--- src/pio_pkg.sv ---
// Package with register map, field layout, constants and carrier types of the panel I/O block
package pio_pkg;

   // Register byte offsets
   localparam logic [7:0] PIO_CTRL_OFS       = 8'h00;
   localparam logic [7:0] PIO_FORCE_CTRL_OFS = 8'h04;
   localparam logic [7:0] PIO_FORCE_MASK_OFS = 8'h08;
   localparam logic [7:0] PIO_STATUS_OFS     = 8'h0c;
   localparam logic [7:0] PIO_JOG_SPEED_OFS  = 8'h10;
   localparam logic [7:0] PIO_IRQ_STAT_OFS   = 8'h14;
   localparam logic [7:0] PIO_IRQ_MASK_OFS   = 8'h18;
   localparam logic [7:0] PIO_DISPLAY_OFS    = 8'h1c;

   // Control register fields
   localparam int PIO_SEL_LSB  = 0;
   localparam int PIO_SEL_MSB  = 2;
   localparam int PIO_SLOT_LSB = 3;
   localparam int PIO_SLOT_MSB = 5;

   // Parameter selection codes
   localparam logic [2:0] PIO_SEL_NONE = 3'h0;
   localparam logic [2:0] PIO_SEL_HIST = 3'h1;
   localparam logic [2:0] PIO_SEL_JOG  = 3'h2;
   localparam logic [2:0] PIO_SEL_MASK = 3'h3;
   localparam logic [2:0] PIO_SEL_INDG = 3'h4;
   localparam logic [2:0] PIO_SEL_OUTD = 3'h5;

   // Output force control codes
   localparam logic [11:0] PIO_FORCE_ON  = 12'h006;
   localparam logic [11:0] PIO_FORCE_OFF = 12'h106;

   // Sizes and limits
   localparam int          PIO_NUM_DI    = 9;
   localparam int          PIO_NUM_DO    = 6;
   localparam int          PIO_HIST_N    = 5;
   localparam int          PIO_CODE_W    = 12;
   localparam logic [15:0] PIO_JOG_DEF   = 16'h0014;
   localparam logic [15:0] PIO_JOG_MIN   = 16'h0000;
   localparam logic [15:0] PIO_JOG_MAX   = 16'h1388;
   localparam logic [15:0] PIO_JOG_STEP  = 16'h0001;
   localparam logic [4:0]  PIO_IRQ_RST   = 5'h00;
   localparam logic [4:0]  PIO_MASK_RST  = 5'h00;

   // Interrupt bits
   localparam int PIO_IRQ_FAULT = 0;
   localparam int PIO_IRQ_JOG   = 1;
   localparam int PIO_IRQ_FORCE = 2;
   localparam int PIO_IRQ_DI    = 3;
   localparam int PIO_IRQ_NOSRV = 4;
   localparam int PIO_IRQ_W     = 5;

   // AXI responses
   localparam logic [1:0] PIO_RESP_OKAY   = 2'h0;
   localparam logic [1:0] PIO_RESP_SLVERR = 2'h2;

   typedef enum logic [2:0] {
      PIO_ST_IDLE  = 3'h0,
      PIO_ST_SPEED = 3'h1,
      PIO_ST_JOG   = 3'h3,
      PIO_ST_HIST  = 3'h2,
      PIO_ST_MASK  = 3'h6,
      PIO_ST_INDG  = 3'h7,
      PIO_ST_OUTD  = 3'h5
   } pio_state_e;

   typedef struct packed {
      logic set;
      logic up;
      logic down;
      logic mode;
   } pio_key_s;

   typedef struct packed {
      logic [19:0] value;
      logic [4:0]  blank;
      logic        jog_text;
   } pio_disp_s;

   typedef struct packed {
      logic        run;
      logic        ccw;
      logic [15:0] speed;
   } pio_motor_s;

endpackage

--- src/pio_panel.sv ---
// Front-panel function logic: error history, jog, output forcing and I/O diagnosis
// Contract
// - Selected history slot plus confirm key shows that slot's stored fault code.
// - Confirm on jog parameter shows jog speed, defaulting to 20 r/min.
// - Up and down keys change jog speed while it is shown.
// - Confirm after adjusting speed enters jog mode and shows jog indication.
// - In jog mode held up/down turns motor one direction; release stops.
// - Jog keys move the motor only while the servo is enabled.
// - Writing 006 to force control makes outputs follow the force mask.
// - Force mask bit n drives output n+1 in forced mode.
// - Forcing is cleared at power-up or by writing 106.
// - Force mask shown in hex, fifth digit zero suppressed.
// - Input diagnosis shows nine inputs as hex image, bit0 is input 1.
// - Output diagnosis shows six outputs as hex image, bit0 is output 1.
// - Input image is formed from the external input lines as driven.
//
// Added by the designer: the register addresses and the AXI4-Lite slave port.
module pio_panel (
   // Clock and reset
   input  wire logic                                clk_in,
   input  wire logic                                rst_n_in,
   // AXI4-Lite write address and data
   input  wire logic [7:0]                          s_axi_awaddr_in,
   input  wire logic                                s_axi_awvalid_in,
   output logic                                     s_axi_awready_out,
   input  wire logic [31:0]                         s_axi_wdata_in,
   input  wire logic [3:0]                          s_axi_wstrb_in,
   input  wire logic                                s_axi_wvalid_in,
   output logic                                     s_axi_wready_out,
   // AXI4-Lite write response
   output logic [1:0]                               s_axi_bresp_out,
   output logic                                     s_axi_bvalid_out,
   input  wire logic                                s_axi_bready_in,
   // AXI4-Lite read
   input  wire logic [7:0]                          s_axi_araddr_in,
   input  wire logic                                s_axi_arvalid_in,
   output logic                                     s_axi_arready_out,
   output logic [31:0]                              s_axi_rdata_out,
   output logic [1:0]                               s_axi_rresp_out,
   output logic                                     s_axi_rvalid_out,
   input  wire logic                                s_axi_rready_in,
   // Operator keys and display
   input  wire pio_pkg::pio_key_s                   keys_in,
   output pio_pkg::pio_disp_s                       display_out,
   // Drive core
   input  wire logic                                servo_on_in,
   input  wire logic                                fault_valid_in,
   input  wire logic [pio_pkg::PIO_CODE_W-1:0]      fault_code_in,
   output pio_pkg::pio_motor_s                      motor_out,
   // Digital I/O lines
   input  wire logic [pio_pkg::PIO_NUM_DI-1:0]      input_line_in,
   input  wire logic [pio_pkg::PIO_NUM_DO-1:0]      output_normal_in,
   output logic [pio_pkg::PIO_NUM_DO-1:0]           output_line_out,
   // Interrupt
   output logic                                     irq_out
);

   // Software-visible state
   logic [5:0]                         ctrl_reg;
   logic                               forced_reg;
   logic [pio_pkg::PIO_NUM_DO-1:0]     mask_reg;
   logic [pio_pkg::PIO_IRQ_W-1:0]      irq_stat_reg;
   logic [pio_pkg::PIO_IRQ_W-1:0]      irq_stat_next;
   logic [pio_pkg::PIO_IRQ_W-1:0]      irq_mask_reg;

   // Panel state
   pio_pkg::pio_state_e                state_reg;
   pio_pkg::pio_state_e                state_next;
   logic [15:0]                        speed_reg;
   logic [15:0]                        speed_next;
   logic [pio_pkg::PIO_NUM_DI-1:0]     di_reg;
   logic [pio_pkg::PIO_NUM_DO-1:0]     do_reg;
   logic [pio_pkg::PIO_NUM_DO-1:0]     do_next;
   pio_pkg::pio_motor_s                motor_reg;
   pio_pkg::pio_motor_s                motor_next;
   pio_pkg::pio_disp_s                 disp_reg;
   pio_pkg::pio_disp_s                 disp_next;

   // Bus state
   logic                               aw_hold_reg;
   logic [7:0]                         awaddr_reg;
   logic                               w_hold_reg;
   logic [31:0]                        wdata_reg;
   logic [3:0]                         wstrb_reg;
   logic                               bvalid_reg;
   logic [1:0]                         bresp_reg;
   logic                               rvalid_reg;
   logic [31:0]                        rdata_reg;
   logic [1:0]                         rresp_reg;

   // Key pulses and history read
   pio_pkg::pio_key_s                  press;
   logic [pio_pkg::PIO_CODE_W-1:0]     hist_code;

   pio_keys u_keys (
      .clk_in    (clk_in),
      .rst_n_in  (rst_n_in),
      .keys_in   (keys_in),
      .press_out (press)
   );

   pio_hist u_hist (
      .clk_in         (clk_in),
      .rst_n_in       (rst_n_in),
      .fault_valid_in (fault_valid_in),
      .fault_code_in  (fault_code_in),
      .slot_in        (ctrl_reg[pio_pkg::PIO_SLOT_MSB:pio_pkg::PIO_SLOT_LSB]),
      .code_out       (hist_code)
   );

   // Decode of the selected function
   logic [2:0] sel;
   assign sel = ctrl_reg[pio_pkg::PIO_SEL_MSB:pio_pkg::PIO_SEL_LSB];

   // Readback mux shared by reads and byte-lane merging on writes
   function automatic logic [32:0] rd_mux(input logic [7:0] a);
      logic [31:0] v;
      logic        hit;
      v   = '0;
      hit = 1'b1;
      unique case (a)
         pio_pkg::PIO_CTRL_OFS:       v = {26'h0, ctrl_reg};
         pio_pkg::PIO_FORCE_CTRL_OFS: v = forced_reg ? {20'h0, pio_pkg::PIO_FORCE_ON}
                                                     : {20'h0, pio_pkg::PIO_FORCE_OFF};
         pio_pkg::PIO_FORCE_MASK_OFS: v = {26'h0, mask_reg};
         pio_pkg::PIO_STATUS_OFS:     v = {24'h0, motor_reg.ccw, motor_reg.run,
                                           servo_on_in, forced_reg, 1'b0, state_reg};
         pio_pkg::PIO_JOG_SPEED_OFS:  v = {16'h0, speed_reg};
         pio_pkg::PIO_IRQ_STAT_OFS:   v = {27'h0, irq_stat_reg};
         pio_pkg::PIO_IRQ_MASK_OFS:   v = {27'h0, irq_mask_reg};
         pio_pkg::PIO_DISPLAY_OFS:    v = {6'h0, disp_reg};
         default:                     hit = 1'b0;
      endcase
      return {hit, v};
   endfunction

   // Write channel: address and data taken in either order
   logic        aw_fire;
   logic        w_fire;
   logic        wr_do;
   logic [32:0] wr_cur;
   logic [31:0] wr_lane;
   logic [31:0] wr_val;
   logic        wr_hit;

   assign s_axi_awready_out = ~aw_hold_reg & ~bvalid_reg;
   assign s_axi_wready_out  = ~w_hold_reg & ~bvalid_reg;
   assign aw_fire = s_axi_awvalid_in & s_axi_awready_out;
   assign w_fire  = s_axi_wvalid_in & s_axi_wready_out;
   assign wr_do   = aw_hold_reg & w_hold_reg & ~bvalid_reg;
   always_comb wr_cur = rd_mux(awaddr_reg);
   assign wr_hit  = wr_cur[32];
   assign wr_lane = {{8{wstrb_reg[3]}}, {8{wstrb_reg[2]}}, {8{wstrb_reg[1]}}, {8{wstrb_reg[0]}}};
   assign wr_val  = (wr_cur[31:0] & ~wr_lane) | (wdata_reg & wr_lane);

   logic wr_ctrl;
   logic wr_fctl;
   logic wr_mask;
   logic wr_imsk;
   assign wr_ctrl = wr_do & (awaddr_reg == pio_pkg::PIO_CTRL_OFS);
   assign wr_fctl = wr_do & (awaddr_reg == pio_pkg::PIO_FORCE_CTRL_OFS);
   assign wr_mask = wr_do & (awaddr_reg == pio_pkg::PIO_FORCE_MASK_OFS);
   assign wr_imsk = wr_do & (awaddr_reg == pio_pkg::PIO_IRQ_MASK_OFS);

   always_ff @(posedge clk_in) begin
      if (!rst_n_in) begin
         aw_hold_reg <= 1'b0;
         awaddr_reg  <= '0;
         w_hold_reg  <= 1'b0;
         wdata_reg   <= '0;
         wstrb_reg   <= '0;
         bvalid_reg  <= 1'b0;
         bresp_reg   <= pio_pkg::PIO_RESP_OKAY;
      end else begin
         if (aw_fire) begin
            aw_hold_reg <= 1'b1;
            awaddr_reg  <= s_axi_awaddr_in;
         end
         if (w_fire) begin
            w_hold_reg <= 1'b1;
            wdata_reg  <= s_axi_wdata_in;
            wstrb_reg  <= s_axi_wstrb_in;
         end
         if (wr_do) begin
            aw_hold_reg <= 1'b0;
            w_hold_reg  <= 1'b0;
            bvalid_reg  <= 1'b1;
            bresp_reg   <= wr_hit ? pio_pkg::PIO_RESP_OKAY : pio_pkg::PIO_RESP_SLVERR;
         end else if (bvalid_reg & s_axi_bready_in) begin
            bvalid_reg <= 1'b0;
         end
      end
   end

   assign s_axi_bvalid_out = bvalid_reg;
   assign s_axi_bresp_out  = bresp_reg;

   // Read channel
   logic        ar_fire;
   logic [32:0] rd_val;
   logic        rd_clr;

   assign s_axi_arready_out = ~rvalid_reg;
   assign ar_fire = s_axi_arvalid_in & s_axi_arready_out;
   always_comb rd_val = rd_mux(s_axi_araddr_in);
   assign rd_clr  = ar_fire & (s_axi_araddr_in == pio_pkg::PIO_IRQ_STAT_OFS);

   always_ff @(posedge clk_in) begin
      if (!rst_n_in) begin
         rvalid_reg <= 1'b0;
         rdata_reg  <= '0;
         rresp_reg  <= pio_pkg::PIO_RESP_OKAY;
      end else if (ar_fire) begin
         rvalid_reg <= 1'b1;
         rdata_reg  <= rd_val[31:0];
         rresp_reg  <= rd_val[32] ? pio_pkg::PIO_RESP_OKAY : pio_pkg::PIO_RESP_SLVERR;
      end else if (rvalid_reg & s_axi_rready_in) begin
         rvalid_reg <= 1'b0;
      end
   end

   assign s_axi_rvalid_out = rvalid_reg;
   assign s_axi_rdata_out  = rdata_reg;
   assign s_axi_rresp_out  = rresp_reg;

   // Force control: only the two documented codes act, anything else leaves forcing as is
   logic force_on_wr;
   logic force_off_wr;
   assign force_on_wr  = wr_fctl & (wr_val[11:0] == pio_pkg::PIO_FORCE_ON);
   assign force_off_wr = wr_fctl & (wr_val[11:0] == pio_pkg::PIO_FORCE_OFF);

   always_ff @(posedge clk_in) begin
      if (!rst_n_in) begin
         ctrl_reg     <= '0;
         forced_reg   <= 1'b0;
         mask_reg     <= '0;
         irq_mask_reg <= pio_pkg::PIO_MASK_RST;
      end else begin
         if (wr_ctrl) ctrl_reg <= wr_val[5:0];
         if (force_on_wr) forced_reg <= 1'b1;
         else if (force_off_wr) forced_reg <= 1'b0;
         if (wr_mask) mask_reg <= wr_val[pio_pkg::PIO_NUM_DO-1:0];
         if (wr_imsk) irq_mask_reg <= wr_val[pio_pkg::PIO_IRQ_W-1:0];
      end
   end

   // Panel key state machine
   always_comb begin
      state_next = state_reg;
      unique case (state_reg)
         pio_pkg::PIO_ST_IDLE: begin
            if (press.set) begin
               unique case (sel)
                  pio_pkg::PIO_SEL_HIST: state_next = pio_pkg::PIO_ST_HIST;
                  pio_pkg::PIO_SEL_JOG:  state_next = pio_pkg::PIO_ST_SPEED;
                  pio_pkg::PIO_SEL_MASK: state_next = pio_pkg::PIO_ST_MASK;
                  pio_pkg::PIO_SEL_INDG: state_next = pio_pkg::PIO_ST_INDG;
                  pio_pkg::PIO_SEL_OUTD: state_next = pio_pkg::PIO_ST_OUTD;
                  default:               state_next = pio_pkg::PIO_ST_IDLE;
               endcase
            end
         end
         pio_pkg::PIO_ST_SPEED: begin
            if (press.mode) state_next = pio_pkg::PIO_ST_IDLE;
            else if (press.set) state_next = pio_pkg::PIO_ST_JOG;
         end
         pio_pkg::PIO_ST_JOG,
         pio_pkg::PIO_ST_HIST,
         pio_pkg::PIO_ST_MASK,
         pio_pkg::PIO_ST_INDG,
         pio_pkg::PIO_ST_OUTD: begin
            if (press.mode) state_next = pio_pkg::PIO_ST_IDLE;
         end
         default: state_next = pio_pkg::PIO_ST_IDLE;
      endcase
   end

   // Jog speed edit, saturating at the limits
   logic in_speed;
   assign in_speed = (state_reg == pio_pkg::PIO_ST_SPEED);

   always_comb begin
      speed_next = speed_reg;
      if (in_speed & press.up & ~press.down & (speed_reg < pio_pkg::PIO_JOG_MAX))
         speed_next = speed_reg + pio_pkg::PIO_JOG_STEP;
      else if (in_speed & press.down & ~press.up & (speed_reg > pio_pkg::PIO_JOG_MIN))
         speed_next = speed_reg - pio_pkg::PIO_JOG_STEP;
   end

   // Motor command: both keys together count as neither, to avoid a direction fight
   logic in_jog;
   logic jog_key;
   assign in_jog  = (state_reg == pio_pkg::PIO_ST_JOG);
   assign jog_key = keys_in.up ^ keys_in.down;

   always_comb begin
      motor_next.run   = in_jog & jog_key & servo_on_in;
      motor_next.ccw   = keys_in.down;
      motor_next.speed = speed_reg;
   end

   // Digital outputs: mask bit n drives output line n+1
   assign do_next = forced_reg ? mask_reg : output_normal_in;

   // Display composition, redrawn every cycle
   always_comb begin
      disp_next = '0;
      unique case (state_reg)
         pio_pkg::PIO_ST_HIST: begin
            disp_next.value = {8'h00, hist_code};
            disp_next.blank = 5'h18;
         end
         pio_pkg::PIO_ST_SPEED: begin
            disp_next.value = {4'h0, speed_reg};
         end
         pio_pkg::PIO_ST_JOG: begin
            disp_next.jog_text = 1'b1;
         end
         pio_pkg::PIO_ST_MASK: begin
            disp_next.value = {14'h0000, mask_reg};
            disp_next.blank = {(disp_next.value[19:16] == 4'h0), 4'h0};
         end
         pio_pkg::PIO_ST_INDG: begin
            disp_next.value = {11'h000, di_reg};
         end
         pio_pkg::PIO_ST_OUTD: begin
            disp_next.value = {14'h0000, do_reg};
         end
         default: begin
            disp_next.value = {17'h00000, sel};
         end
      endcase
   end

   // Interrupt events; a set in the clearing cycle survives the clear
   logic [pio_pkg::PIO_IRQ_W-1:0] irq_evt;
   logic                          jog_enter;
   assign jog_enter = (state_next == pio_pkg::PIO_ST_JOG) & ~in_jog;

   always_comb begin
      irq_evt = '0;
      irq_evt[pio_pkg::PIO_IRQ_FAULT] = fault_valid_in;
      irq_evt[pio_pkg::PIO_IRQ_JOG]   = jog_enter;
      irq_evt[pio_pkg::PIO_IRQ_FORCE] = (force_on_wr & ~forced_reg) | (force_off_wr & forced_reg);
      irq_evt[pio_pkg::PIO_IRQ_DI]    = (input_line_in != di_reg);
      irq_evt[pio_pkg::PIO_IRQ_NOSRV] = in_jog & jog_key & ~servo_on_in;
      irq_stat_next = (rd_clr ? '0 : irq_stat_reg) | irq_evt;
   end

   always_ff @(posedge clk_in) begin
      if (!rst_n_in) begin
         state_reg    <= pio_pkg::PIO_ST_IDLE;
         speed_reg    <= pio_pkg::PIO_JOG_DEF;
         di_reg       <= '0;
         do_reg       <= '0;
         motor_reg    <= '0;
         disp_reg     <= '0;
         irq_stat_reg <= pio_pkg::PIO_IRQ_RST;
      end else begin
         state_reg    <= state_next;
         speed_reg    <= speed_next;
         di_reg       <= input_line_in;
         do_reg       <= do_next;
         motor_reg    <= motor_next;
         disp_reg     <= disp_next;
         irq_stat_reg <= irq_stat_next;
      end
   end

   assign output_line_out = do_reg;
   assign motor_out       = motor_reg;
   assign display_out     = disp_reg;
   assign irq_out         = |(irq_stat_reg & irq_mask_reg);

endmodule // pio_panel

--- src/pio_keys.sv ---
// Key press edge detector producing one-cycle pulses per panel key
module pio_keys (
   // Clock and reset
   input  wire logic              clk_in,
   input  wire logic              rst_n_in,
   // Key levels and press pulses
   input  wire pio_pkg::pio_key_s keys_in,
   output pio_pkg::pio_key_s      press_out
);

   logic [3:0] prev_reg;
   logic [3:0] lvl;
   logic [3:0] prs;

   assign lvl = keys_in;

   genvar i;
   generate
      for (i = 0; i < 4; i++) begin : g_key
         always_ff @(posedge clk_in) begin
            if (!rst_n_in) prev_reg[i] <= 1'b0;
            else prev_reg[i] <= lvl[i];
         end
         assign prs[i] = lvl[i] & ~prev_reg[i];
      end
   endgenerate

   assign press_out = prs;

endmodule // pio_keys

--- src/pio_hist.sv ---
// Error history store: newest fault code in slot 0, older ones shift up
module pio_hist (
   // Clock and reset
   input  wire logic                            clk_in,
   input  wire logic                            rst_n_in,
   // Fault capture
   input  wire logic                            fault_valid_in,
   input  wire logic [pio_pkg::PIO_CODE_W-1:0]  fault_code_in,
   // Slot read
   input  wire logic [2:0]                      slot_in,
   output logic      [pio_pkg::PIO_CODE_W-1:0]  code_out
);

   logic [pio_pkg::PIO_CODE_W-1:0] slot_reg [pio_pkg::PIO_HIST_N];

   genvar i;
   generate
      for (i = 0; i < pio_pkg::PIO_HIST_N; i++) begin : g_slot
         always_ff @(posedge clk_in) begin
            if (!rst_n_in) slot_reg[i] <= '0;
            else if (fault_valid_in)
               slot_reg[i] <= (i == 0) ? fault_code_in : slot_reg[(i == 0) ? 0 : i - 1];
         end
      end
   endgenerate

   // Out-of-range slots read as zero instead of aliasing
   assign code_out = (slot_in < 3'(pio_pkg::PIO_HIST_N)) ? slot_reg[slot_in] : '0;

endmodule // pio_hist

--- config.mk ---
export PLATFORM = sky130hd
export DESIGN_NAME = pio_panel
export DESIGN_NICKNAME = d
export VERILOG_FILES = /design/src/pio_pkg.sv /design/src/pio_panel.sv /design/src/pio_keys.sv /design/src/pio_hist.sv
export SDC_FILE = /design/constraint.sdc
export NUM_CORES = 1
export LEC_CHECK = 0
export BUFFER_PORTS_ARGS = -buffer_cell sky130_fd_sc_hd__buf_4
export CAP_MARGIN = 20
export CORE_ASPECT_RATIO = 0.8
export CORE_MARGIN = 4
export CORE_UTILIZATION = 56
export DETAILED_ROUTE_END_ITERATION = 8
export PLACE_DENSITY = 0.77
export SYNTH_ARGS = -nofsm -noshare
export SYNTH_HDL_FRONTEND = slang
export SYNTH_HIERARCHICAL = 1
export SYNTH_SLANG_ARGS = --single-unit
export TNS_END_PERCENT = 30
--- constraint.sdc ---
create_clock -name clk_in -period 3.5 [get_ports clk_in]
set_clock_uncertainty 0.1 [all_clocks]
set_input_delay 0.7 -clock clk_in [delete_from_list [all_inputs] [get_ports clk_in]]
set_output_delay 0.7 -clock clk_in [all_outputs]
set_load 0.01 [all_outputs]
## Word level (Yosys, flattened, before mapping)

Memories as Yosys holds them, arrays and structs flattened. A register that Yosys moved wholly into a read port is not among the register bits.
Cells that the tools add are included.

| cells by class | value |
|---|---|
| order comparisons | 3 |
| bitwise gates (word level) | 59 |
| add/subtract/negate cells | 2 |
| eq/ne operators | 29 |
| reductions and logical operators | 12 |
| muxes and demuxes | 38 |

Operators with widths:

| operator | number |
|---|---|
| $pmux 22 s8 | 1 |
| $pmux 12 s8 | 1 |
| $pmux 16 s6 | 1 |
| $mux 12 | 6 |
| $eq 8x5->1 const B | 8 |
| $and 1x1->1 | 32 |
| $eq 8x4->1 const B | 4 |
| $mux 16 | 2 |
| $and 12x12->12 | 2 |
| $mux 3 | 6 |
| $add 16x1->16 const B | 1 |
| $eq 8x3->1 const B | 2 |
| $gt 16x1->1 const B | 1 |
| $logic_not 8->1 | 2 |
| $lt 16x13->1 const B | 1 |
| $reduce_or 8->1 | 2 |
| $sub 16x1->16 const B | 1 |
| $eq 3x2->1 const B | 5 |
| $eq 3x3->1 const B | 5 |
| $pmux 3 s5 | 1 |
| $not 1->1 | 14 |
| $mux 1 | 13 |
| $eq 12x3->1 const B | 1 |
| $eq 12x9->1 const B | 1 |
| 19 further kinds | 30 |

| word-level totals | value |
|---|---|
| memories kept | 1 |
| bits of input ports | 92 |
| bits in writable memories | 60 |
| bits in registers | 162 |
| output and inout port bits | 92 |

Memories:

| memory | depth | width | rd ports | clocked after memory_dff | write ports | line | text |
|---|---|---|---|---|---|---|---|
| u_hist.slot_reg | 5 | 12 | 5 | 1 | 5 | pio_hist.sv:14 | `logic [pio_pkg::PIO_CODE_W-1:0] slot_reg [pio_pkg::PIO_HIST_N];` |

## Logic depth before layout (Yosys ltp)

| logic depth | value |
|---|---|
| word-level depth | 9 |
| mapped depth | 13 |
| depth with buffers taken out | 13 |

## Cells and area by module

The synthesis kept the hierarchy.

Modules (own cells, without submodules):

| module | instances | area an instance (um^2) | cells an instance |
|---|---|---|---|
| pio_panel | 1 | 7,393.3 | 867 |
| pio_hist | 1 | 2,742.6 | 190 |
| pio_keys | 1 | 130.1 | 12 |

## Worst setup path before layout

OpenSTA, ideal clock, no wires.

| path | value |
|---|---|
| path kind | in2reg |
| from | input port keys_in[1] in the netlist's numbering |
| to | register speed_reg[13] |
| path slack | 195 ps |
| library setup time | 87 ps |
| arrival | 3,118 ps |
| cell stages on the path | 12 |
| cells stage by stage | nor2b_1 nor2_1 nand4_1 a21o_1 ha_1 a21o_1 a21oi_1 a21boi_0 o311ai_1 o211ai_1 and3_1 o31ai_1 |

| on the way | value |
|---|---|
| longest elaborated chain between the ends | 5 |
| elaborated cells on any way between the ends | 9 |
| classes of those cells | mux: 1; bitwise: 7; reduce/logical: 1 |

RTL lines:

| what | line | text |
|---|---|---|
| from (decl) | pio_panel.sv:43 | `input wire pio_pkg::pio_key_s keys_in,` |
| $and 1x1->1 * | pio_keys.sv:24 | `assign prs[i] = lvl[i] & ~prev_reg[i];` |
| $and 1x1->1 / $not 1->1 (equally long branches) | pio_panel.sv:286, pio_panel.sv:284 |  |
| $and 1x1->1 (on tied branches) (2 in series) | pio_panel.sv:286, pio_panel.sv:284 |  |
| $reduce_bool 2->1 (no line) / $mux 16 (equally long branches) | - |  |
| to (signal assigned) | pio_panel.sv:353 | `speed_reg <= pio_pkg::PIO_JOG_DEF;` |
| to (signal assigned) | pio_panel.sv:361 | `speed_reg <= speed_next;` |
| to (decl) | pio_panel.sv:69 | `logic [15:0] speed_reg;` |

Every way passes the cells marked *; elsewhere a longest branch is shown, timed or not.
A chain may end at the register's enable or synchronous reset.

## Worst setup path after layout

| path | value |
|---|---|
| from | register speed_reg[5] |
| to | register speed_reg[14] |

| on the way | value |
|---|---|
| longest elaborated chain between the ends | 3 |
| elaborated cells on any way between the ends | 9 |
| classes of those cells | add/sub: 2; order compare: 2; mux: 2; bitwise: 2; reduce/logical: 1 |

RTL lines:

| what | line | text |
|---|---|---|
| $sub 16x1->16, or another cell as far along | pio_panel.sv:287 | `speed_next = speed_reg - pio_pkg::PIO_JOG_STEP;` |
| $mux 16, or another cell as far along | pio_panel.sv:286 | `else if (in_speed & press.down & ~press.up & (speed_reg > pio_pkg::PIO_JOG_MIN))` |
| $mux 16 / $reduce_bool 2->1 (equally long branches) | - |  |

Several ways; a longest one is shown, not always the timed one. The select of a mux whose other input is x is not followed.

==> results.txt <==
The count of buffers from port buffering is 142. At the worst endpoint, the arrival time is 3.63 ns. At the pin with the least slew margin, the transition time is 0.895 ns. The met3 wirelength from detailed routing is 2720 um.

The top layer reached by signal wires is met4. In the final routed layout, each cell accounts on average for 19.4 um. The count of standard-cell rows is 43. The number of H-tree branching levels is 1.

After synthesis, the largest family of logic cells by area is simple AND/OR/NAND/NOR gates. The final non-filler cell total came out at 1439. The filler cells instantiated in the layout total 1392. The count of warnings emitted by yosys is 6. The critical path startpoint category is a flip-flop.

The max-slew violation count is 0. Cells with a size suffix above 1 make up 20.3% of the layout. The maximum fanout along the worst path is 8. The leading cell type in the layout, fill and taps excluded is buf_4.

The highest achievable clock rate came out at 0.302 GHz. The initial core utilization came out at 58.2%. In the routed design, unresolved DRC markers number 0.

The area fraction in and, or, nand and nor cells after synthesis is 22.0%. The die covers 20600 um^2. The first detailed-routing pass ran for 6 iterations. At the end of the flow, the number of nets in the layout was 1307. The number of buffers added to fix hold violations after cts came out at 0. Setup repair after global routing left no endpoint under its margin. The summed negative setup slack over all endpoints came out at 0 ns.

In this run the register-to-register setup slack is 0.19 ns. The number of setup buffers added after CTS came out at 0. The cell total after placement came out at 1401. The total detailed-routing wirelength is 28000 um.

For this block, wires on met1 add up to 13100 um. The relative slew slack came out at 40.1%. The synthesized-area fraction occupied by adder cells is 2.02%. The power per unit of standard cell area is 428 nW/um^2. The flow ran to the end, and the final reports show no timing, DRC or antenna violations. The clock tree buffer depth is 3. The share of the core filled with cells in the final layout is 69.1%.

The critical path is of the flip-flop to flip-flop type. The peak supply drop is 0.403 mV. The core region is 17600 um^2. The share of cell area taken by muxes after synthesis came out at 7.25%. The overall power consumption came out at 5.22 mW. Measured along the x axis, the die boundary spans 159 um.

The total count of hold-check failures in the final report came out at 0. After global routing the overflow that remains totals 0. The iteration-0 DRC count of the detailed router is 1222. The number of distinct library cell variants in the gate-level netlist after synthesis came out at 79. The share of flip-flops with an asynchronous set or reset after synthesis is 0%. The later-pin clock latency in the skew report is 0.51 ns. The number of antenna violations at the first check in global routing came to 0. In this run, synthesis inferred 60 flip-flops with an integrated enable. Routability-driven placement finished with a final weighted congestion of 0.985.

The number of global-route vias before repair was 7907. The area fraction in compound gates after synthesis came out at 16.0%. The aggregate global-route resource usage is 26.4%.

The most used flip-flop cell after synthesis is dfxtp_1. The clock sink count is 208. The post-synthesis area per instance is 9.60 um^2. Max-cap violations in this run came to 0. The number of instances in the synthesized netlist came out at 1069.

The synthesized design contains 208 register bits. In the finished design, the share of the clock period the worst path needs comes to 94.6%. The minimum clock period came out at 3.31 ns. The length of routed met2 wiring is 11700 um. The number of CTS-inserted buffers is 21. The first global-routing pass estimated 43800 um of wire. The post-cts sizing count is 0. The via count normalized by instance count is 5.96.

The path class of the tightest hold or removal check is input port to flip-flop. The root buffer cell chosen for the clock tree is clkbuf_16. Once detailed placement completed, the half-perimeter wirelength came to 19900 um. The number of inserted diodes came out at 0. The count of pins on the block boundary came out at 184. The worst setup path is captured at a flip-flop. The xor/xnor cell area share of the yosys netlist is 1.37%.

The static leakage came out at 5.08 nW. The total number of vias is 8571. In the final layout, the multi-input gates occupy 5080 um^2. The die is 129 um tall. For the worst setup path, the data required time is 3.82 ns.

In this run the cell area of the synthesized design comes to 10300 um^2. The remaining antenna violation count after routing is 0. TritonCTS built the clock tree.

The minimum hold slack came out at 0.309 ns. Sequential cells were found to cover 46.4% of the synthesized design area. Setup violations remaining at the end of the flow were counted as 0. The area growth from synthesis to layout is 18.8%.

The flip-flop count of the largest register, all copies and words added is 60. After clock tree synthesis, the clock-pin slew on the worst setup and hold paths is 0.06 ns. The largest net degree at the start of global routing is 75. Leaving out fill and tap cells, the most frequent cells in the layout are buf_4, dfxtp_1, nand2_1. In the final layout, flip-flops and latches occupy 4760 um^2.
-- report_power, final --
group | internal [mW] | switching (mW)
combinational | 0.190 | 0.225
sequential | 2.57 | 0.0645
clock | 1.24 | 0.932
-- cells by family after synthesis --
logic type                 count (synthesis)
AOI/OAI and AO/OA                        226
xor gates and xnor gates                  16
adders and majority gates                 16
buffers and inverters                    107
DFF                                      208
muxes                                     66
other                                      1
and+or+nand+nor                          429
-- worst paths after layout --
kind / end / cells past startpoint / startpoint
max: speed_reg[14]$_SDFFE_PN0P_ / 12 / speed_reg[5]$_SDFFE_PN0P_
min: u_keys/prev_reg[3]$_SDFF_PN0_ / 2 / keys_in[3]
max reg2reg: speed_reg[14]$_SDFFE_PN0P_ / 12 / speed_reg[5]$_SDFFE_PN0P_
min reg2reg: awaddr_reg[7]$_SDFFE_PN0P_ / 2 / awaddr_reg[7]$_SDFFE_PN0P_
-- final cells by class --
type	instances	share of cell area [%]
clock inverter	12	0.749
tap	225	2.31
timing repair buffer	175	10.9
sequential	208	39.1
inverter	21	0.646
clock buffer	26	4.71
multi-input combinational	772	41.6
-- routing by layer --
metal | global-route usage (%) | vias up
met3 | 6.26 | 43
met2 | 38.3 | 412
met5 | 0 | -
met1 | 40.5 | 4037
li1 | - | 4079
met4 | 5.15 | 0
-- Yosys cell counts, types with 9 or more instances --
cell	instances	area (um^2)
mux2_4	9	135
buf_4	21	158
a221o_1	11	110
mux2i_1	44	440
nand3_1	26	130
nand2b_1	12	75.1
nor2_1	55	206
buf_2	11	55.1
a21boi_0	43	323
o21ai_0	35	175
and2_1	52	325
nor2b_1	44	275
nand2_1	126	473
ha_1	15	188
edfxtp_1	60	1800
a22oi_1	17	128
and3_1	65	407
inv_1	19	71.3
mux2_2	11	124
a21oi_1	34	170
dfxtp_1	148	2960
clkbuf_1	48	180
a21o_1	9	67.6
-- critical path, cell delays in order, from the launching register on --
cell and delay, ns:
dfxtp_1 0.49, nor4_2 0.09, o21ai_0 0.28, a21o_1 0.35, inv_1 0.09, fa_1 0.38, nor2b_1 0.15, o21ai_0 0.12
a21o_1 0.24, o311a_1 0.34, o31ai_1 0.36, nand4b_1 0.13, o211ai_1 0.10
-- stage by stage --
step | area, um^2 | worst slack, ns
after floorplan | 10300 | 0.195
after global placement | 11500 | 0.0896
after detailed placement | 11500 | 0.0342
after CTS | 12200 | 0.254
after global routing | 12200 | 0.0372
final | 12200 | 0.188
No activity file was read; power rests on OpenSTA's default activity.
